<file path="src/tmi_pkg.sv">
package tmi_pkg;

	// Register port
	localparam int          ADDR_W = 8;
	localparam int          DATA_W = 8;

	// Register offsets on the I/O register port
	localparam logic [7:0]  OFF_SHARED_FLAGS = 8'h36;
	localparam logic [7:0]  OFF_SHARED_EN    = 8'h37;
	localparam logic [7:0]  OFF_EXT_FLAGS    = 8'h7c;
	localparam logic [7:0]  OFF_EXT_EN       = 8'h7d;

	// Reset values
	localparam logic [7:0]  RST_FLAGS = 8'h00;
	localparam logic [7:0]  RST_EN    = 8'h00;
	localparam logic [7:0]  RST_RDATA = 8'h00;

	// Shared register field positions (timer 1)
	localparam int          SH_T1_CAP = 5;
	localparam int          SH_T1_A   = 4;
	localparam int          SH_T1_B   = 3;
	localparam int          SH_T1_OVF = 2;

	// Extended register field positions
	localparam int          EX_T3_CAP = 5;
	localparam int          EX_T3_A   = 4;
	localparam int          EX_T3_B   = 3;
	localparam int          EX_T3_OVF = 2;
	localparam int          EX_T3_C   = 1;
	localparam int          EX_T1_C   = 0;

	// Sources: index = timer * SRC_PER_TMR + kind
	localparam int          NUM_TMR     = 2;
	localparam int          SRC_PER_TMR = 5;
	localparam int          NUM_SRC     = 10;
	localparam int          K_CAP       = 0;
	localparam int          K_A         = 1;
	localparam int          K_B         = 2;
	localparam int          K_OVF       = 3;
	localparam int          K_C         = 4;

	// Waveform modes that matter to the flags
	localparam logic [3:0]  WGM_NORMAL  = 4'h0;
	localparam logic [3:0]  WGM_CTC_OCR = 4'h4;
	localparam logic [3:0]  WGM_CTC_ICR = 4'hc;
	localparam logic [3:0]  WGM_PFC_ICR = 4'h8;
	localparam logic [3:0]  WGM_PC_ICR  = 4'ha;
	localparam logic [3:0]  WGM_FAST_ICR = 4'he;

	// Counter extreme
	localparam logic [15:0] CNT_MAX = 16'hffff;

endpackage

</file>
<file path="src/tmi_flags.sv">
`timescale 1ns/1ps

module tmi_flags (
	// Clock and reset
	input  wire logic                         clock,
	input  wire logic                         rstn,
	// Configuration and CPU state
	input  wire logic                         legacy_mode,
	input  wire logic                         global_irq_en,
	// I/O register port
	input  wire logic [tmi_pkg::ADDR_W-1:0]   io_addr,
	input  wire logic                         io_wr,
	input  wire logic                         io_rd,
	input  wire logic [tmi_pkg::DATA_W-1:0]   io_wdata,
	output logic      [tmi_pkg::DATA_W-1:0]   io_rdata,
	// Timer 1 state
	input  wire logic                         t1_tick,
	input  wire logic [15:0]                  t1_counter,
	input  wire logic [15:0]                  t1_compare_a,
	input  wire logic [15:0]                  t1_compare_b,
	input  wire logic [15:0]                  t1_compare_c,
	input  wire logic [15:0]                  t1_capture_value,
	input  wire logic [3:0]                   t1_waveform_mode_select,
	input  wire logic                         t1_mode_ovf_evt,
	input  wire logic                         t1_cap_rising,
	input  wire logic                         t1_capture_pin,
	// Timer 3 state
	input  wire logic                         t3_tick,
	input  wire logic [15:0]                  t3_counter,
	input  wire logic [15:0]                  t3_compare_a,
	input  wire logic [15:0]                  t3_compare_b,
	input  wire logic [15:0]                  t3_compare_c,
	input  wire logic [15:0]                  t3_capture_value,
	input  wire logic [3:0]                   t3_waveform_mode_select,
	input  wire logic                         t3_mode_ovf_evt,
	input  wire logic                         t3_cap_rising,
	input  wire logic                         t3_capture_pin,
	// Interrupt vectors
	input  wire logic [tmi_pkg::NUM_SRC-1:0]  vec_taken,
	output logic      [tmi_pkg::NUM_SRC-1:0]  irq_req
);

	// Capture register used as TOP
	function automatic logic cap_is_top(input logic [3:0] m);
		cap_is_top = (m == tmi_pkg::WGM_PFC_ICR) || (m == tmi_pkg::WGM_PC_ICR)
			|| (m == tmi_pkg::WGM_CTC_ICR) || (m == tmi_pkg::WGM_FAST_ICR);
	endfunction

	// Overflow taken at MAX rather than from the waveform logic
	function automatic logic ovf_at_max(input logic [3:0] m);
		ovf_at_max = (m == tmi_pkg::WGM_NORMAL) || (m == tmi_pkg::WGM_CTC_OCR)
			|| (m == tmi_pkg::WGM_CTC_ICR);
	endfunction

	// Address match shared by the write decode and the read mux
	function automatic logic reg_hit(input logic [7:0] a, input logic [7:0] off);
		reg_hit = (a == off);
	endfunction

	// Source vector to register image; bits with no source read zero
	function automatic logic [7:0] pack_shared(input logic [9:0] v);
		logic [7:0] r;
		r = 8'h00;
		r[tmi_pkg::SH_T1_CAP] = v[tmi_pkg::K_CAP];
		r[tmi_pkg::SH_T1_A]   = v[tmi_pkg::K_A];
		r[tmi_pkg::SH_T1_B]   = v[tmi_pkg::K_B];
		r[tmi_pkg::SH_T1_OVF] = v[tmi_pkg::K_OVF];
		pack_shared = r;
	endfunction

	function automatic logic [7:0] pack_ext(input logic [9:0] v);
		logic [7:0] r;
		r = 8'h00;
		r[tmi_pkg::EX_T3_CAP] = v[tmi_pkg::SRC_PER_TMR + tmi_pkg::K_CAP];
		r[tmi_pkg::EX_T3_A]   = v[tmi_pkg::SRC_PER_TMR + tmi_pkg::K_A];
		r[tmi_pkg::EX_T3_B]   = v[tmi_pkg::SRC_PER_TMR + tmi_pkg::K_B];
		r[tmi_pkg::EX_T3_OVF] = v[tmi_pkg::SRC_PER_TMR + tmi_pkg::K_OVF];
		r[tmi_pkg::EX_T3_C]   = v[tmi_pkg::SRC_PER_TMR + tmi_pkg::K_C];
		r[tmi_pkg::EX_T1_C]   = v[tmi_pkg::K_C];
		pack_ext = r;
	endfunction

	// Register image to source vector, for clears and enables
	function automatic logic [9:0] unpack_shared(input logic [7:0] d);
		logic [9:0] r;
		r = 10'h000;
		r[tmi_pkg::K_CAP] = d[tmi_pkg::SH_T1_CAP];
		r[tmi_pkg::K_A]   = d[tmi_pkg::SH_T1_A];
		r[tmi_pkg::K_B]   = d[tmi_pkg::SH_T1_B];
		r[tmi_pkg::K_OVF] = d[tmi_pkg::SH_T1_OVF];
		unpack_shared = r;
	endfunction

	function automatic logic [9:0] unpack_ext(input logic [7:0] d);
		logic [9:0] r;
		r = 10'h000;
		r[tmi_pkg::SRC_PER_TMR + tmi_pkg::K_CAP] = d[tmi_pkg::EX_T3_CAP];
		r[tmi_pkg::SRC_PER_TMR + tmi_pkg::K_A]   = d[tmi_pkg::EX_T3_A];
		r[tmi_pkg::SRC_PER_TMR + tmi_pkg::K_B]   = d[tmi_pkg::EX_T3_B];
		r[tmi_pkg::SRC_PER_TMR + tmi_pkg::K_OVF] = d[tmi_pkg::EX_T3_OVF];
		r[tmi_pkg::SRC_PER_TMR + tmi_pkg::K_C]   = d[tmi_pkg::EX_T3_C];
		r[tmi_pkg::K_C]                          = d[tmi_pkg::EX_T1_C];
		unpack_ext = r;
	endfunction

	// Enables that live in the shared mask; the rest are in the extended one
	localparam logic [9:0] SHARED_EN_SET = 10'h00f;
	localparam logic [9:0] EXT_EN_SET    = 10'h3f0;
	// Flags reset as a whole; the two padding bits are timer 3 overflow and compare C and reset to zero
	localparam logic [9:0] RST_FLAGS_ALL = {2'b00, tmi_pkg::RST_FLAGS};

	// Flag, enable and request state
	logic [9:0]  flag_reg;
	logic [9:0]  en_reg;
	logic [9:0]  irq_req_reg;
	logic [7:0]  io_rdata_reg;

	// Next values and combined terms
	logic [9:0]  flag_next;
	logic [9:0]  en_next;
	logic [9:0]  irq_req_next;
	logic [7:0]  io_rdata_next;
	logic [9:0]  en_eff;
	logic [9:0]  set_evt;
	logic [9:0]  sw_clear;
	logic [9:0]  clr_any;

	// Write strobes
	logic        wr_shared_flags;
	logic        wr_ext_flags;
	logic        wr_shared_en;
	logic        wr_ext_en;

	// Per-timer views so both timers share one generate body
	logic [15:0] cnt     [tmi_pkg::NUM_TMR];
	logic [15:0] cmp_a   [tmi_pkg::NUM_TMR];
	logic [15:0] cmp_b   [tmi_pkg::NUM_TMR];
	logic [15:0] cmp_c   [tmi_pkg::NUM_TMR];
	logic [15:0] cap_val [tmi_pkg::NUM_TMR];
	logic [3:0]  wmode   [tmi_pkg::NUM_TMR];
	logic        tick    [tmi_pkg::NUM_TMR];
	logic        mode_ovf[tmi_pkg::NUM_TMR];
	logic        rising  [tmi_pkg::NUM_TMR];
	logic        pin_raw [tmi_pkg::NUM_TMR];

	assign cnt[0]      = t1_counter;
	assign cnt[1]      = t3_counter;
	assign cmp_a[0]    = t1_compare_a;
	assign cmp_a[1]    = t3_compare_a;
	assign cmp_b[0]    = t1_compare_b;
	assign cmp_b[1]    = t3_compare_b;
	assign cmp_c[0]    = t1_compare_c;
	assign cmp_c[1]    = t3_compare_c;
	assign cap_val[0]  = t1_capture_value;
	assign cap_val[1]  = t3_capture_value;
	assign wmode[0]    = t1_waveform_mode_select;
	assign wmode[1]    = t3_waveform_mode_select;
	assign tick[0]     = t1_tick;
	assign tick[1]     = t3_tick;
	assign mode_ovf[0] = t1_mode_ovf_evt;
	assign mode_ovf[1] = t3_mode_ovf_evt;
	assign rising[0]   = t1_cap_rising;
	assign rising[1]   = t3_cap_rising;
	assign pin_raw[0]  = t1_capture_pin;
	assign pin_raw[1]  = t3_capture_pin;

	// Pin edges are ignored until the synchroniser has refilled after reset, so a
	// pin that idles high cannot fake an edge; pin events in those cycles are lost
	logic [1:0]  pin_settle_reg;

	always_ff @(posedge clock or negedge rstn) begin
		if (!rstn) begin
			pin_settle_reg <= 2'h0;
		end else if (pin_settle_reg != 2'h3) begin
			pin_settle_reg <= pin_settle_reg + 2'h1;
		end
	end

	// Per-timer set events; index = timer * sources per timer + kind
	genvar t;
	generate
		for (t = 0; t < tmi_pkg::NUM_TMR; t++) begin : g_tmr
			logic pin_meta_reg;
			logic pin_sync_reg;
			logic pin_prev_reg;
			logic pin_rise;
			logic pin_fall;
			logic pin_edge;
			logic at_top;
			logic at_max;

			// Capture pins are asynchronous; edges come from the second and third flops, never the first
			always_ff @(posedge clock or negedge rstn) begin
				if (!rstn) begin
					pin_meta_reg <= 1'b0;
					pin_sync_reg <= 1'b0;
					pin_prev_reg <= 1'b0;
				end else begin
					pin_meta_reg <= pin_raw[t];
					pin_sync_reg <= pin_meta_reg;
					pin_prev_reg <= pin_sync_reg;
				end
			end

			assign pin_rise = pin_sync_reg & ~pin_prev_reg;
			assign pin_fall = ~pin_sync_reg & pin_prev_reg;
			// Edge select is a level on this clock and needs no synchroniser
			assign pin_edge = (pin_settle_reg == 2'h3) && (rising[t] ? pin_rise : pin_fall);
			assign at_top   = tick[t] && (cnt[t] == cap_val[t]);
			assign at_max   = tick[t] && (cnt[t] == tmi_pkg::CNT_MAX);

			// With capture as TOP the pin no longer reaches the flag
			assign set_evt[t*tmi_pkg::SRC_PER_TMR + tmi_pkg::K_CAP] =
				cap_is_top(wmode[t]) ? at_top : pin_edge;

			// Only a counted equality sets these; force strobes never enter here
			assign set_evt[t*tmi_pkg::SRC_PER_TMR + tmi_pkg::K_A] =
				tick[t] && (cnt[t] == cmp_a[t]);
			assign set_evt[t*tmi_pkg::SRC_PER_TMR + tmi_pkg::K_B] =
				tick[t] && (cnt[t] == cmp_b[t]);
			assign set_evt[t*tmi_pkg::SRC_PER_TMR + tmi_pkg::K_C] =
				tick[t] && (cnt[t] == cmp_c[t]);

			// PWM modes hand over their own overflow point
			assign set_evt[t*tmi_pkg::SRC_PER_TMR + tmi_pkg::K_OVF] =
				ovf_at_max(wmode[t]) ? at_max : mode_ovf[t];
		end
	endgenerate

	// Register decode
	// Writes to the extended mask are dropped while it is hidden
	assign wr_shared_flags = io_wr && reg_hit(io_addr, tmi_pkg::OFF_SHARED_FLAGS);
	assign wr_shared_en    = io_wr && reg_hit(io_addr, tmi_pkg::OFF_SHARED_EN);
	assign wr_ext_flags    = io_wr && reg_hit(io_addr, tmi_pkg::OFF_EXT_FLAGS);
	assign wr_ext_en       = io_wr && reg_hit(io_addr, tmi_pkg::OFF_EXT_EN) && !legacy_mode;

	// Only ones clear; a zero written to a flag bit leaves it alone
	assign sw_clear = (wr_shared_flags ? unpack_shared(io_wdata) : 10'h000)
		| (wr_ext_flags ? unpack_ext(io_wdata) : 10'h000);
	assign clr_any  = sw_clear | vec_taken;

	// A set in the same cycle as a clear wins, so no event is lost
	genvar s;
	generate
		for (s = 0; s < tmi_pkg::NUM_SRC; s++) begin : g_flag
			assign flag_next[s] = set_evt[s] | (flag_reg[s] & ~clr_any[s]);
		end
	endgenerate

	always_ff @(posedge clock or negedge rstn) begin
		if (!rstn) begin
			flag_reg <= RST_FLAGS_ALL;
		end else begin
			flag_reg <= flag_next;
		end
	end

	// Enables: each window writes only its own bits, so one mask write never
	// disturbs the other mask even though both live in one vector
	always_comb begin
		en_next = en_reg;
		if (wr_shared_en) begin
			en_next = (en_reg & EXT_EN_SET) | (unpack_shared(io_wdata) & SHARED_EN_SET);
		end
		if (wr_ext_en) begin
			en_next = (en_reg & SHARED_EN_SET) | (unpack_ext(io_wdata) & EXT_EN_SET);
		end
	end

	always_ff @(posedge clock or negedge rstn) begin
		if (!rstn) begin
			en_reg <= {2'b00, tmi_pkg::RST_EN};
		end else begin
			en_reg <= en_next;
		end
	end

	// Legacy mode removes the extended mask from gating as well as from view;
	// flags keep setting, so leaving legacy mode can raise a request at once
	assign en_eff = legacy_mode ? (en_reg & SHARED_EN_SET) : en_reg;

	assign irq_req_next = flag_reg & en_eff
		& {tmi_pkg::NUM_SRC{global_irq_en}};

	// One cycle of latency is traded for a flop-driven request line
	always_ff @(posedge clock or negedge rstn) begin
		if (!rstn) begin
			irq_req_reg <= 10'h000;
		end else begin
			irq_req_reg <= irq_req_next;
		end
	end

	// Read data only moves on a read, so the last value stands between reads
	always_comb begin
		io_rdata_next = io_rdata_reg;
		if (io_rd) begin
			if (reg_hit(io_addr, tmi_pkg::OFF_SHARED_FLAGS)) begin
				io_rdata_next = pack_shared(flag_reg);
			end else if (reg_hit(io_addr, tmi_pkg::OFF_SHARED_EN)) begin
				io_rdata_next = pack_shared(en_reg);
			end else if (reg_hit(io_addr, tmi_pkg::OFF_EXT_FLAGS)) begin
				io_rdata_next = pack_ext(flag_reg);
			end else if (reg_hit(io_addr, tmi_pkg::OFF_EXT_EN) && !legacy_mode) begin
				io_rdata_next = pack_ext(en_reg);
			end else begin
				// Unmapped, or the extended mask while it is hidden
				io_rdata_next = 8'h00;
			end
		end
	end

	always_ff @(posedge clock or negedge rstn) begin
		if (!rstn) begin
			io_rdata_reg <= tmi_pkg::RST_RDATA;
		end else begin
			io_rdata_reg <= io_rdata_next;
		end
	end

	assign io_rdata = io_rdata_reg;
	assign irq_req  = irq_req_reg;

endmodule

</file>
<file path="config.mk">
export PLATFORM = sky130hd
export DESIGN_NAME = tmi_flags
export DESIGN_NICKNAME = d
export VERILOG_FILES = /design/src/tmi_pkg.sv /design/src/tmi_flags.sv
export SDC_FILE = /design/constraint.sdc
export NUM_CORES = 1
export LEC_CHECK = 0
export ABC_AREA = 1
export BUFFER_PORTS_ARGS = -buffer_cell sky130_fd_sc_hd__buf_2
export CORE_MARGIN = 5
export CORE_UTILIZATION = 47
export DETAILED_ROUTE_END_ITERATION = 12
export PLACE_DENSITY = 0.83
export SYNTH_ARGS = -nofsm -noshare
export SYNTH_HDL_FRONTEND = slang
export SYNTH_SLANG_ARGS = --single-unit
</file>
<file path="constraint.sdc">
create_clock -name clock -period 1.5 [get_ports clock]
set_input_delay 0.15 -clock clock [delete_from_list [all_inputs] [get_ports clock]]
set_output_delay 0.15 -clock clock [all_outputs]
set_load 0.03 [all_outputs]
</file>
# After elaboration in Yosys (flattened, before gate mapping)
# Index checks and enable logic that the tools add are counted.
dict set report op_classes {
  n_addsub 1
  eq_ne 26
  n_bitwise 44
  magnitude_cmp 0
  n_reduce_logical 32
  mul 0
  div 0
  mux 15
  shift 0
}
# operator n
set ops {}
lappend ops {{$eq A16 B16 Y1} 8}
lappend ops {{$mux W10} 4}
lappend ops {{$eq A16 B16 Y1 const B} 2}
lappend ops {{$eq A4 B4 Y1 const B} 8}
lappend ops {{$and A10 B10 Y10} 2}
lappend ops {{$or A4 B10 Y10} 2}
lappend ops {{$logic_and A1 B1 Y1} 18}
lappend ops {{$mux W6} 3}
lappend ops {{$eq A8 B6 Y1 const B} 2}
lappend ops {{$eq A8 B7 Y1 const B} 2}
lappend ops {{$and A1 B1 Y1} 14}
lappend ops {{$not A1 Y1} 14}
lappend ops {{$logic_or A1 B1 Y1} 10}
lappend ops {{$or A1 B1 Y1} 10}
lappend ops {{$or A10 B10 Y10} 1}
lappend ops {{$or A10 B4 Y10} 1}
lappend ops {{$eq A4 B3 Y1 const B} 2}
lappend ops {{$logic_not A4 Y1} 2}
lappend ops {{$mux W8} 1}
lappend ops {{$mux W1} 6}
lappend ops {{$mux W4} 1}
lappend ops {{$add A2 B1 Y2 const B} 1}
lappend ops {{$eq A2 B2 Y1 const B} 1}
lappend ops {{$ne A2 B2 Y1 const B} 1}
lappend ops {{other kinds (2)} 2}
dict set report word_totals {
  rom_bits 0
  reg_bits 46
  mem_count 0
  latch_bits 0
  mem_bits_rw 0
  out_inout_bits 18
}

# Logic depth before layout (Yosys ltp)
# Gate-level depths: netlist of run 1.
dict set report logic_depth {
  word_depth 8
  depth_mapped 9
  depth_no_buf 9
}

# Least setup slack after synthesis of run 1
# OpenSTA, ideal clock, no wires.
dict set report synth_timing {
  kind {flip-flop to flip-flop}
  from {reg pin_settle_reg[0]}
  to {reg flag_reg[0]}
  slack_ps 468
  stages_incl_launch_ff 6
  n_path_buf 0
  synth_period_minus_slack_ps 1032
  t_arrival_ps 913
  path_cell_list {dfrtp_1 -> ha_1 -> o21ai_0 -> nor3_1 -> a21oi_1 -> nand2_1}
}
dict set report synth_between {
  elab_chain_cells 4
}
# item line
set synth_rtl {}
lappend synth_rtl {{start: declaration} tmi_flags.sv:169} ;# logic [1:0] pin_settle_reg;
lappend synth_rtl {{start signal: assignment} tmi_flags.sv:175} ;# pin_settle_reg <= pin_settle_reg + 2'h1;
lappend synth_rtl {{$eq A2 B2 Y1} tmi_flags.sv:208} ;# assign pin_edge = (pin_settle_reg == 2'h3) && (rising[t] ? pin_rise : pin_fall);
lappend synth_rtl {{$logic_and A1 B1 Y1} tmi_flags.sv:208}
lappend synth_rtl {{$mux W1} tmi_flags.sv:214} ;# cap_is_top(wmode[t]) ? at_top : pin_edge;
lappend synth_rtl {{$or A1 B1 Y1} tmi_flags.sv:246} ;# assign flag_next[s] = set_evt[s] | (flag_reg[s] & ~clr_any[s]);
lappend synth_rtl {{net flag_next[0]} tmi_flags.sv:119} ;# logic [9:0] flag_next;
lappend synth_rtl {{end signal: assignment} tmi_flags.sv:254} ;# flag_reg <= flag_next;
lappend synth_rtl {{end: declaration} tmi_flags.sv:113} ;# logic [9:0] flag_reg;
# The timed path passes the listed nets, and every way through them passes these cells.
# A chain may end at the register's enable or synchronous reset.

# Final worst setup path of run 1
# Ends and elaborated chain as after synthesis.

==> results.toml, run 1 <==
[outcome]
outcome = "completed"

[clock_tree]
tritoncts = "built"
cts-root-to-sink-buffers = 2
cts_htree_levels = 2
clock-sinks = 44
cts_buffers = 5
cts_setup_buffers = 0
clkLatencyLatePin_ns = 0.29
cts.root.buffer_cell = "sky130_fd_sc_hd__clkbuf_8"
cts-hold-fix-buffers = 3
cts-resized-gates = 0
clock_transition_at_the_register_clock_pins_on_the_worst_setup_and_hold_paths_after_cts_ns = 0.08

[critical_path]
worstSetupPathType = "reg2reg"
worstPathMaxFanout = 4
cp_cell_sequence = "ha_1 -> o21ai_0 -> nor3_1 -> a21oi_1 -> nand2_1"
critPathLaunchType = "flop"
cp-end-kind = "flop"
critPathMaxStageDelay_ns = 0.40
worstPathRequired_ns = 1.68
worst-endpoint-arrival_ns = 1.31
timing.critical_path.slowest_stage_cell = "sky130_fd_sc_hd__dfrtp_1"
gate_family_responsible_for_the_most_delay_along_the_worst_path = "flip-flops"
critical_path_buf_inv_count = 0

[final_layout]
final.fill_count = 915
postLayoutCoreUtil_pct = 62.3
filler_free_cell_count_of_the_finished_design = 1121
area_growth_pct = 30.2
post_route_cells_drive_above_1_share_pct = 24.6
post-route-cell-area_mm2 = 0.00570
layout.nets = 1217

[timing]
rsz0062_at_grt = "no"
final.period_utilization_pct = 75.4
clock_skew_ns = 0.00374
finalHoldViolations = 0
max_freq_mhz = 884
timing.final.setup_violations = 0
period_needed_ns = 1.13
slew_viol_final = 0
fin_tns_setup_ns = 0

[logic_synthesis]
synth.yosys.warnings = 0
synthDistinctLibCells = 28
synth_flop_cell = "sky130_fd_sc_hd__dfrtp_1"
synthMostInstantiatedCell = "sky130_fd_sc_hd__nand2_1"
synth_enable_flop_cells = 0
synth.top_cells.by_count = "sky130_fd_sc_hd__nand2_1, sky130_fd_sc_hd__inv_1, sky130_fd_sc_hd__nor2_1"
synth.avg_cell_area_um2 = 5.56
mappedNetlistArea_mm2 = 0.00438
synth-seq-area-share_pct = 25.2
synth_top_cell_area_share_pct = 27.5
synth-seq-cells = 44
netlist.top_cell.by_area = "sky130_fd_sc_hd__nand2_1"
leading_post_synthesis_cells_by_cell_area = "sky130_fd_sc_hd__nand2_1, sky130_fd_sc_hd__dfrtp_1, sky130_fd_sc_hd__inv_1"
async_flop_share_pct = 100
syn-instance-count = 787

[power_and_ir_drop]
power.density_mw_per_mm2 = 532
power.ir.vdd_worst_uv = 325
totalPowerFinal_mw = 3.03
p_leak_nw = 3.55

[detailed_routing]
drt_pass1_iterations = 4
finalWirelength_um = 13400
dr_total_vias = 5155
drt_first_iter_violations = 250
post_drt_via_cell_ratio = 4.60
drc = 0
final_antenna_net_count = 0
average_detailed_routed_wire_length_per_instance_um = 12.0

[floorplan]
num_io_pins = 226
die_w_um = 106
fp.coreArea_mm2 = 0.00915
placementRows = 35
dieHeight_um = 106
fp.dieArea_mm2 = 0.0113
initial_core_util_pct = 47.8

[flow_run]
drv_cap = 0

[grt]
grt_first_pass_wirelength_um = 21300
grt_pass1_vias = 4797
grt_start_max_net_pins = 29
grt_antenna_before_repair = 1
grt_overflow = 0
gr-usage-all-layers_pct = 23.0

[placement]
globalplace.congestion = 0.953
port_buffers = 221
placed_instances = 1109
placed_area_mm2 = 0.00557
hpwlAfterDp_um = 11800

[min_path]
hold_path.class = "in2reg"
-- power breakdown --
group	total [mW]	internal [mW]	switching, mW
sequential	1.25	1.23	0.0221
combinational	1.03	0.453	0.580
clock	0.752	0.374	0.378
-- metal layers --
layer	track usage (%)	vias to the layer above	routed length (um)
li1	-	2783	-
met1	29.6	2220	5870
met2	40.6	136	6610
met3	3.52	16	753
met4	4.93	0	195
met5	0	-	0
-- worst paths after layout --
kind / startpoint / end / slack [ns] / depth (start not counted)
setup / recovery: pin_settle_reg[0] / flag_reg[0] / 0.37 / 5
hold reg to reg: g_tmr[0].pin_meta_reg / g_tmr[0].pin_sync_reg / 0.35 / 0
max in group asynchronous: rstn / flag_reg[3] / 0.70 / 3
setup reg to reg: pin_settle_reg[0] / flag_reg[0] / 0.37 / 5
min in group asynchronous: rstn / irq_req[9] / 0.32 / 2
hold / removal: t1_mode_ovf_evt / flag_reg[3] / 0.08 / 3
-- through the flow --
| step | hold slack (ns) | setup slack [ns] |
|---|---|---|
| after CTS | 0.0728 | 0.350 |
| after floorplan | -0.146 | 0.468 |
| after global routing | 0.0780 | 0.240 |
| after global placement | 0.0931 | 0.263 |
| final | 0.0790 | 0.369 |
| after detailed placement | 0.0967 | 0.243 |
-- placed cells by master (no fill, tap or decap), types with 5 or more instances in the layout --
master,synthesis,routed
sky130_fd_sc_hd__buf_2,6,221
sky130_fd_sc_hd__clkbuf_8,0,6
sky130_fd_sc_hd__dfrtp_1,44,44
sky130_fd_sc_hd__inv_1,137,137
sky130_fd_sc_hd__nand2_1,321,321
sky130_fd_sc_hd__nand3_1,36,36
sky130_fd_sc_hd__nand3b_1,5,5
sky130_fd_sc_hd__nand4_1,17,17
sky130_fd_sc_hd__nor2_1,118,118
sky130_fd_sc_hd__nor2_4,5,5
sky130_fd_sc_hd__nor3_1,9,9
sky130_fd_sc_hd__o21ai_0,24,24
sky130_fd_sc_hd__o21ai_2,6,6
sky130_fd_sc_hd__xnor2_1,29,29
sky130_fd_sc_hd__xor2_1,8,8
-- worst reg2reg max path: cells and delay by family, from the launching register on --
| kind | cells | cell delay, ns |
|---|---|---|
| adders and majority gates | 1 | 0.26 |
| DFF | 1 | 0.40 |
| AOI/OAI and AO/OA | 2 | 0.22 |
| and+or+nand+nor | 2 | 0.14 |
-- cell type report --
type	count	area, um2	area share [%]
inverter	138	518	9.09
antenna	1	2.50	0.0439
timing repair buffer	227	1170	20.6
sequential	44	1100	19.3
multi-input combinational	592	2670	46.9
tap	111	139	2.44
clock buffer	7	86.3	1.52
clock inverter	1	7.51	0.132
-- kinds of logic (layout without fill, tap and decap cells) --
kind of cell | Yosys count | in the layout | share of synthesized area, %
AOI/OAI and AO/OA | 35 | 35 | 4.66
xor gates and xnor gates | 37 | 37 | 7.41
adders and majority gates | 1 | 1 | 0.286
buffers and inverters | 152 | 373 | 13.8
DFF | 44 | 44 | 25.2
muxes | 1 | 1 | 0.257
other | 1 | 3 | 0.0857
and+or+nand+nor | 516 | 516 | 48.3
(Power assumes the default switching activity.)
==> run 2: changes to the inputs <==
- clock period: 1.5 -> 1.1 ns (I/O delays scaled with it)
==> results.toml, run 2 (synthesis results as in run 1) <==
[outcome]
outcome = "completed"

[power_and_ir_drop]
totalPowerFinal_mw = 4.47
power.density_mw_per_mm2 = 770
power.ir.vdd_worst_uv = 477
p_leak_nw = 3.61

[min_path]
hold_path.class = "in2reg"

[floorplan]
dieHeight_um = 106
die_w_um = 106
fp.coreArea_mm2 = 0.00915
num_io_pins = 226
initial_core_util_pct = 47.8
fp.dieArea_mm2 = 0.0113
placementRows = 35

[detailed_routing]
drc = 0
post_drt_via_cell_ratio = 4.65
average_detailed_routed_wire_length_per_instance_um = 12.2
drt_first_iter_violations = 184
final_antenna_net_count = 0
drt_pass1_iterations = 5
dr_total_vias = 5247
finalWirelength_um = 13700

[grt]
grt_overflow = 0
grt_pass1_vias = 4966
grt_first_pass_wirelength_um = 21700
gr-usage-all-layers_pct = 23.3
grt_start_max_net_pins = 45
grt_antenna_before_repair = 0

[final_layout]
post-route-cell-area_mm2 = 0.00580
layout.nets = 1225
filler_free_cell_count_of_the_finished_design = 1129
postLayoutCoreUtil_pct = 63.4
multiInputGateArea_mm2 = 0.00269
mostFrequentLayoutCell = "sky130_fd_sc_hd__nand2_1"
post_route_cells_drive_above_1_share_pct = 25.4
final.fill_count = 931
area_growth_pct = 32.6
area.sequential_mm2 = 0.00110
layout.cells.most_common_list = "sky130_fd_sc_hd__nand2_1, sky130_fd_sc_hd__buf_2, sky130_fd_sc_hd__inv_1"

[clock_tree]
cts.root.buffer_cell = "sky130_fd_sc_hd__clkbuf_8"
cts-root-to-sink-buffers = 2
clock_transition_at_the_register_clock_pins_on_the_worst_setup_and_hold_paths_after_cts_ns = 0.08
clkLatencyLatePin_ns = 0.30
cts_setup_buffers = 0
cts_htree_levels = 2
cts_buffers = 5
tritoncts = "built"
clock-sinks = 44

[flow_run]
drv_cap = 0

[critical_path]
critPathLaunchType = "flop"
worstSetupPathType = "reg2reg"
worstPathMaxFanout = 4
cp-end-kind = "flop"
worstPathRequired_ns = 1.29
worst-endpoint-arrival_ns = 1.22
rrSetupSlack_ns = 0.07

[timing]
max_freq_mhz = 969
final.period_utilization_pct = 93.8
timing.final.setup_violations = 0
fin_ws_ns = 0.0681
period_needed_ns = 1.03
clock_skew_ns = 0.00663
finalHoldViolations = 0
worst_hold_slack_ns = 0.0307
slew_viol_final = 0
fin_tns_setup_ns = 0

[placement]
globalplace.congestion = 0.951
placed_area_mm2 = 0.00563
hpwlAfterDp_um = 11900
port_buffers = 221
placed_instances = 1117
detailedPlace.worstSlack_ns = -0.0698
## run 2: cell types whose count changed in the layout (fill, tap and decap cells not counted)
cell / previous run / this run
sky130_fd_sc_hd__buf_4: 2 / 10
sky130_fd_sc_hd__ha_4: 0 / 1
sky130_fd_sc_hd__clkbuf_8: 6 / 7
sky130_fd_sc_hd__ha_1: 1 / 0
sky130_fd_sc_hd__clkinvlp_4: 1 / 0
sky130_fd_sc_hd__clkbuf_1: 1 / 0
sky130_fd_sc_hd__bufinv_16: 0 / 1
## run 2: final cells by class
cell class	instances	area share, %
Antenna cell	1	0.0431
Clock buffer	7	1.66
Clock inverter	1	0.517
Inverter	138	8.93
Multi-Input combinational cell	592	46.3
Sequential cell	44	19.0
Tap cell	111	2.39
Timing Repair Buffer	235	21.2
## run 2: worst paths after layout
kind / startpoint / to / cells after the start
max: pin_settle_reg[0] / flag_reg[0] / 5
min: t1_mode_ovf_evt / flag_reg[3] / 3
max reg2reg: pin_settle_reg[0] / flag_reg[0] / 5
max in group asynchronous: rstn / irq_req[2] / 3
min reg2reg: g_tmr[0].pin_meta_reg / g_tmr[0].pin_sync_reg / 0
min in group asynchronous: rstn / flag_reg[9] / 3
## run 2: worst max-delay path: stages (launching register included)
cell and delay (ns):
sky130_fd_sc_hd__dfrtp_1 0.42, sky130_fd_sc_hd__ha_4 0.19, sky130_fd_sc_hd__o21ai_0 0.07, sky130_fd_sc_hd__nor3_1 0.07
sky130_fd_sc_hd__a21oi_1 0.11, sky130_fd_sc_hd__nand2_1 0.06
## run 2: power by group
| group | internal, mW | switching (mW) | leakage, nW |
|---|---|---|---|
| Clock | 0.801 | 0.535 | 0.0645 |
| Sequential | 1.67 | 0.0296 | 0.558 |
| Combinational | 0.627 | 0.801 | 2.99 |
| Total | 3.10 | 1.37 | 3.61 |
## run 2: what timing repair did
item / in CTS / in global routing
hold endpoints to repair: 46 / 0
setup endpoints to repair: 1 / 2
resized for setup: 1 / 1
hold buffers: 3 / 0
pin swaps: 0 / 1
## run 2: per-layer routing
layer  GRT usage, %  vias to the layer above  part of all wire, %
li1               -                     2798                    -
met1           28.7                     2223                   42
met2           41.8                      199                   49
met3           4.13                       27                  7.3
met4           6.30                        0                  2.0
met5              0                        -                    0
==> run 3: changes to the inputs <==
- PLACE_DENSITY: 0.83 -> unset
- PLACE_DENSITY_LB_ADDON: unset -> 0.2
- SETUP_SLACK_MARGIN: unset -> 0.2
==> results.toml, run 3 (synthesis results as in run 1) <==
[power_and_ir_drop]
power.internal_mw = 2.76
pwr-share-seq_pct = 41.4
power.ir.vdd_worst_uv = 384
power.density_mw_per_mm2 = 690
power.share.switching_pct = 33.0
p_leak_nw = 3.67
power_share_of_the_combinational_group_pct = 35.8
p_switching_mw = 1.36
clockPowerShare_pct = 22.8
totalPowerFinal_mw = 4.12

[floorplan]
initial_core_util_pct = 47.8
die_w_um = 106
placementRows = 35
num_io_pins = 226
dieHeight_um = 106
fp.coreArea_mm2 = 0.00915
fp.dieArea_mm2 = 0.0113

[critical_path]
cp-startpoint = "pin_settle_reg[1]"
rrSetupSlack_ns = 0.07
cp-end-kind = "flop"
worstPathRequired_ns = 1.28
worst-endpoint-arrival_ns = 1.20
crit-reg2reg-launch = "pin_settle_reg[1]"
worstPathMaxFanout = 4
worstSetupPathType = "reg2reg"
critPathLaunchType = "flop"

[timing]
fin_ws_ns = 0.0725
timing.final.setup_violations = 0
finalHoldViolations = 0
period_needed_ns = 1.03
clock_skew_ns = 0.0123
worst_hold_slack_ns = 0.0347
slew_viol_final = 0
final.period_utilization_pct = 93.4
rsz0062_at_grt = "yes"
max_freq_mhz = 973
fin_tns_setup_ns = 0

[clock_tree]
cts.root.buffer_cell = "sky130_fd_sc_hd__clkbuf_8"
cts_buffers = 5
cts-root-to-sink-buffers = 2
clock_transition_at_the_register_clock_pins_on_the_worst_setup_and_hold_paths_after_cts_ns = 0.07
clkLatencyLatePin_ns = 0.29
tritoncts = "built"
clock-sinks = 44
cts_htree_levels = 2

[final_layout]
area_growth_pct = 36.7
post_route_cells_drive_above_1_share_pct = 27.1
final.fill_count = 901
mostFrequentLayoutCell = "sky130_fd_sc_hd__nand2_1"
layout.nets = 1235
area.sequential_mm2 = 0.00110
number_of_antenna_repair_diodes = 0
layout.cells.most_common_list = "sky130_fd_sc_hd__nand2_1, sky130_fd_sc_hd__buf_2, sky130_fd_sc_hd__inv_1"
post-route-cell-area_mm2 = 0.00598
multiInputGateArea_mm2 = 0.00273

[detailed_routing]
finalWirelength_um = 13900
post_drt_via_cell_ratio = 4.66
final_antenna_net_count = 0
drt_pass1_iterations = 5
dr_total_vias = 5299
drc = 0
drt_first_iter_violations = 213
average_detailed_routed_wire_length_per_instance_um = 12.3

[flow_run]
drv_cap = 0

[placement]
detailedPlace.worstSlack_ns = -0.0196
globalplace.congestion = 0.941
hpwlAfterDp_um = 11900
placed_area_mm2 = 0.00564
port_buffers = 221

[grt]
grt_overflow = 0
grt_start_max_net_pins = 45
gr-usage-all-layers_pct = 23.5
grt_first_pass_wirelength_um = 21800
grt_antenna_before_repair = 0
grt_pass1_vias = 4978

[min_path]
beginning_of_the_worst_hold_path = "t3_mode_ovf_evt"
hold_path.class = "in2reg"

[outcome]
outcome = "completed"
run 3: worst max-delay path, cell delays in order, from the launching register on:
cell                      delay, ns
sky130_fd_sc_hd__dfrtp_1       0.41
sky130_fd_sc_hd__ha_4          0.19
sky130_fd_sc_hd__o21ai_2       0.07
sky130_fd_sc_hd__nor3_2        0.06
sky130_fd_sc_hd__a21oi_1       0.12
sky130_fd_sc_hd__nand2_1       0.06
run 3: metrics by stage:
stage          std cells  util [%]
3_3_place_gp        1115      61.7
4_1_cts             1130      64.3
6_report            1137      65.4
3_5_place_dp        1115      61.7
5_1_grt             1137      65.4
2_1_floorplan        788         -
run 3: timing repair:
item / CTS / global route
hold buffers: 3 / 0
setup endpoints to repair: 19 / 27
setup buffers: 5 / 7
gates resized for setup: 33 / 15
pin swaps: 3 / 6
hold endpoints to repair: 46 / 0
run 3: power by group through the flow:
stage / logic, mW / clock network (mW) / registers (mW)
final: 1.48 / 0.942 / 1.71
after CTS: 1.45 / 0.967 / 1.71
after floorplan: 0.740 / 0 / 1.75
after global routing: 1.68 / 1.03 / 1.71
after detailed placement: 1.42 / 0 / 1.73
after global placement: 1.41 / 0 / 1.73
run 3: final timing paths:
check / endpoint / cells after the start
setup / recovery: flag_reg[0] / 5
hold reg to reg: g_tmr[1].pin_sync_reg / 0
setup reg to reg: flag_reg[0] / 5
max in group asynchronous: pin_settle_reg[0] / 3
min in group asynchronous: irq_req[0] / 3
hold / removal: flag_reg[8] / 3
run 3: cell type report:
class                   instances  share of cell area [%]
multi-input cells             592                    45.7
clock buffers                   6                    1.21
clock inverters                 1                  0.0837
inverters                     138                    8.74
repair buffers                245                    23.6
well taps                     111                    2.32
flip-flops and latches         44                    18.4
run 3: routing by layer:
| layer | vias to the layer above | wire length, um | global-route usage, % |
|---|---|---|---|
| met3 | 22 | 986 | 4.37 |
| met2 | 193 | 6870 | 41.3 |
| met1 | 2265 | 5800 | 29.6 |
| met4 | 0 | 275 | 6.12 |
| met5 | - | 0 | 0 |
| li1 | 2819 | - | - |
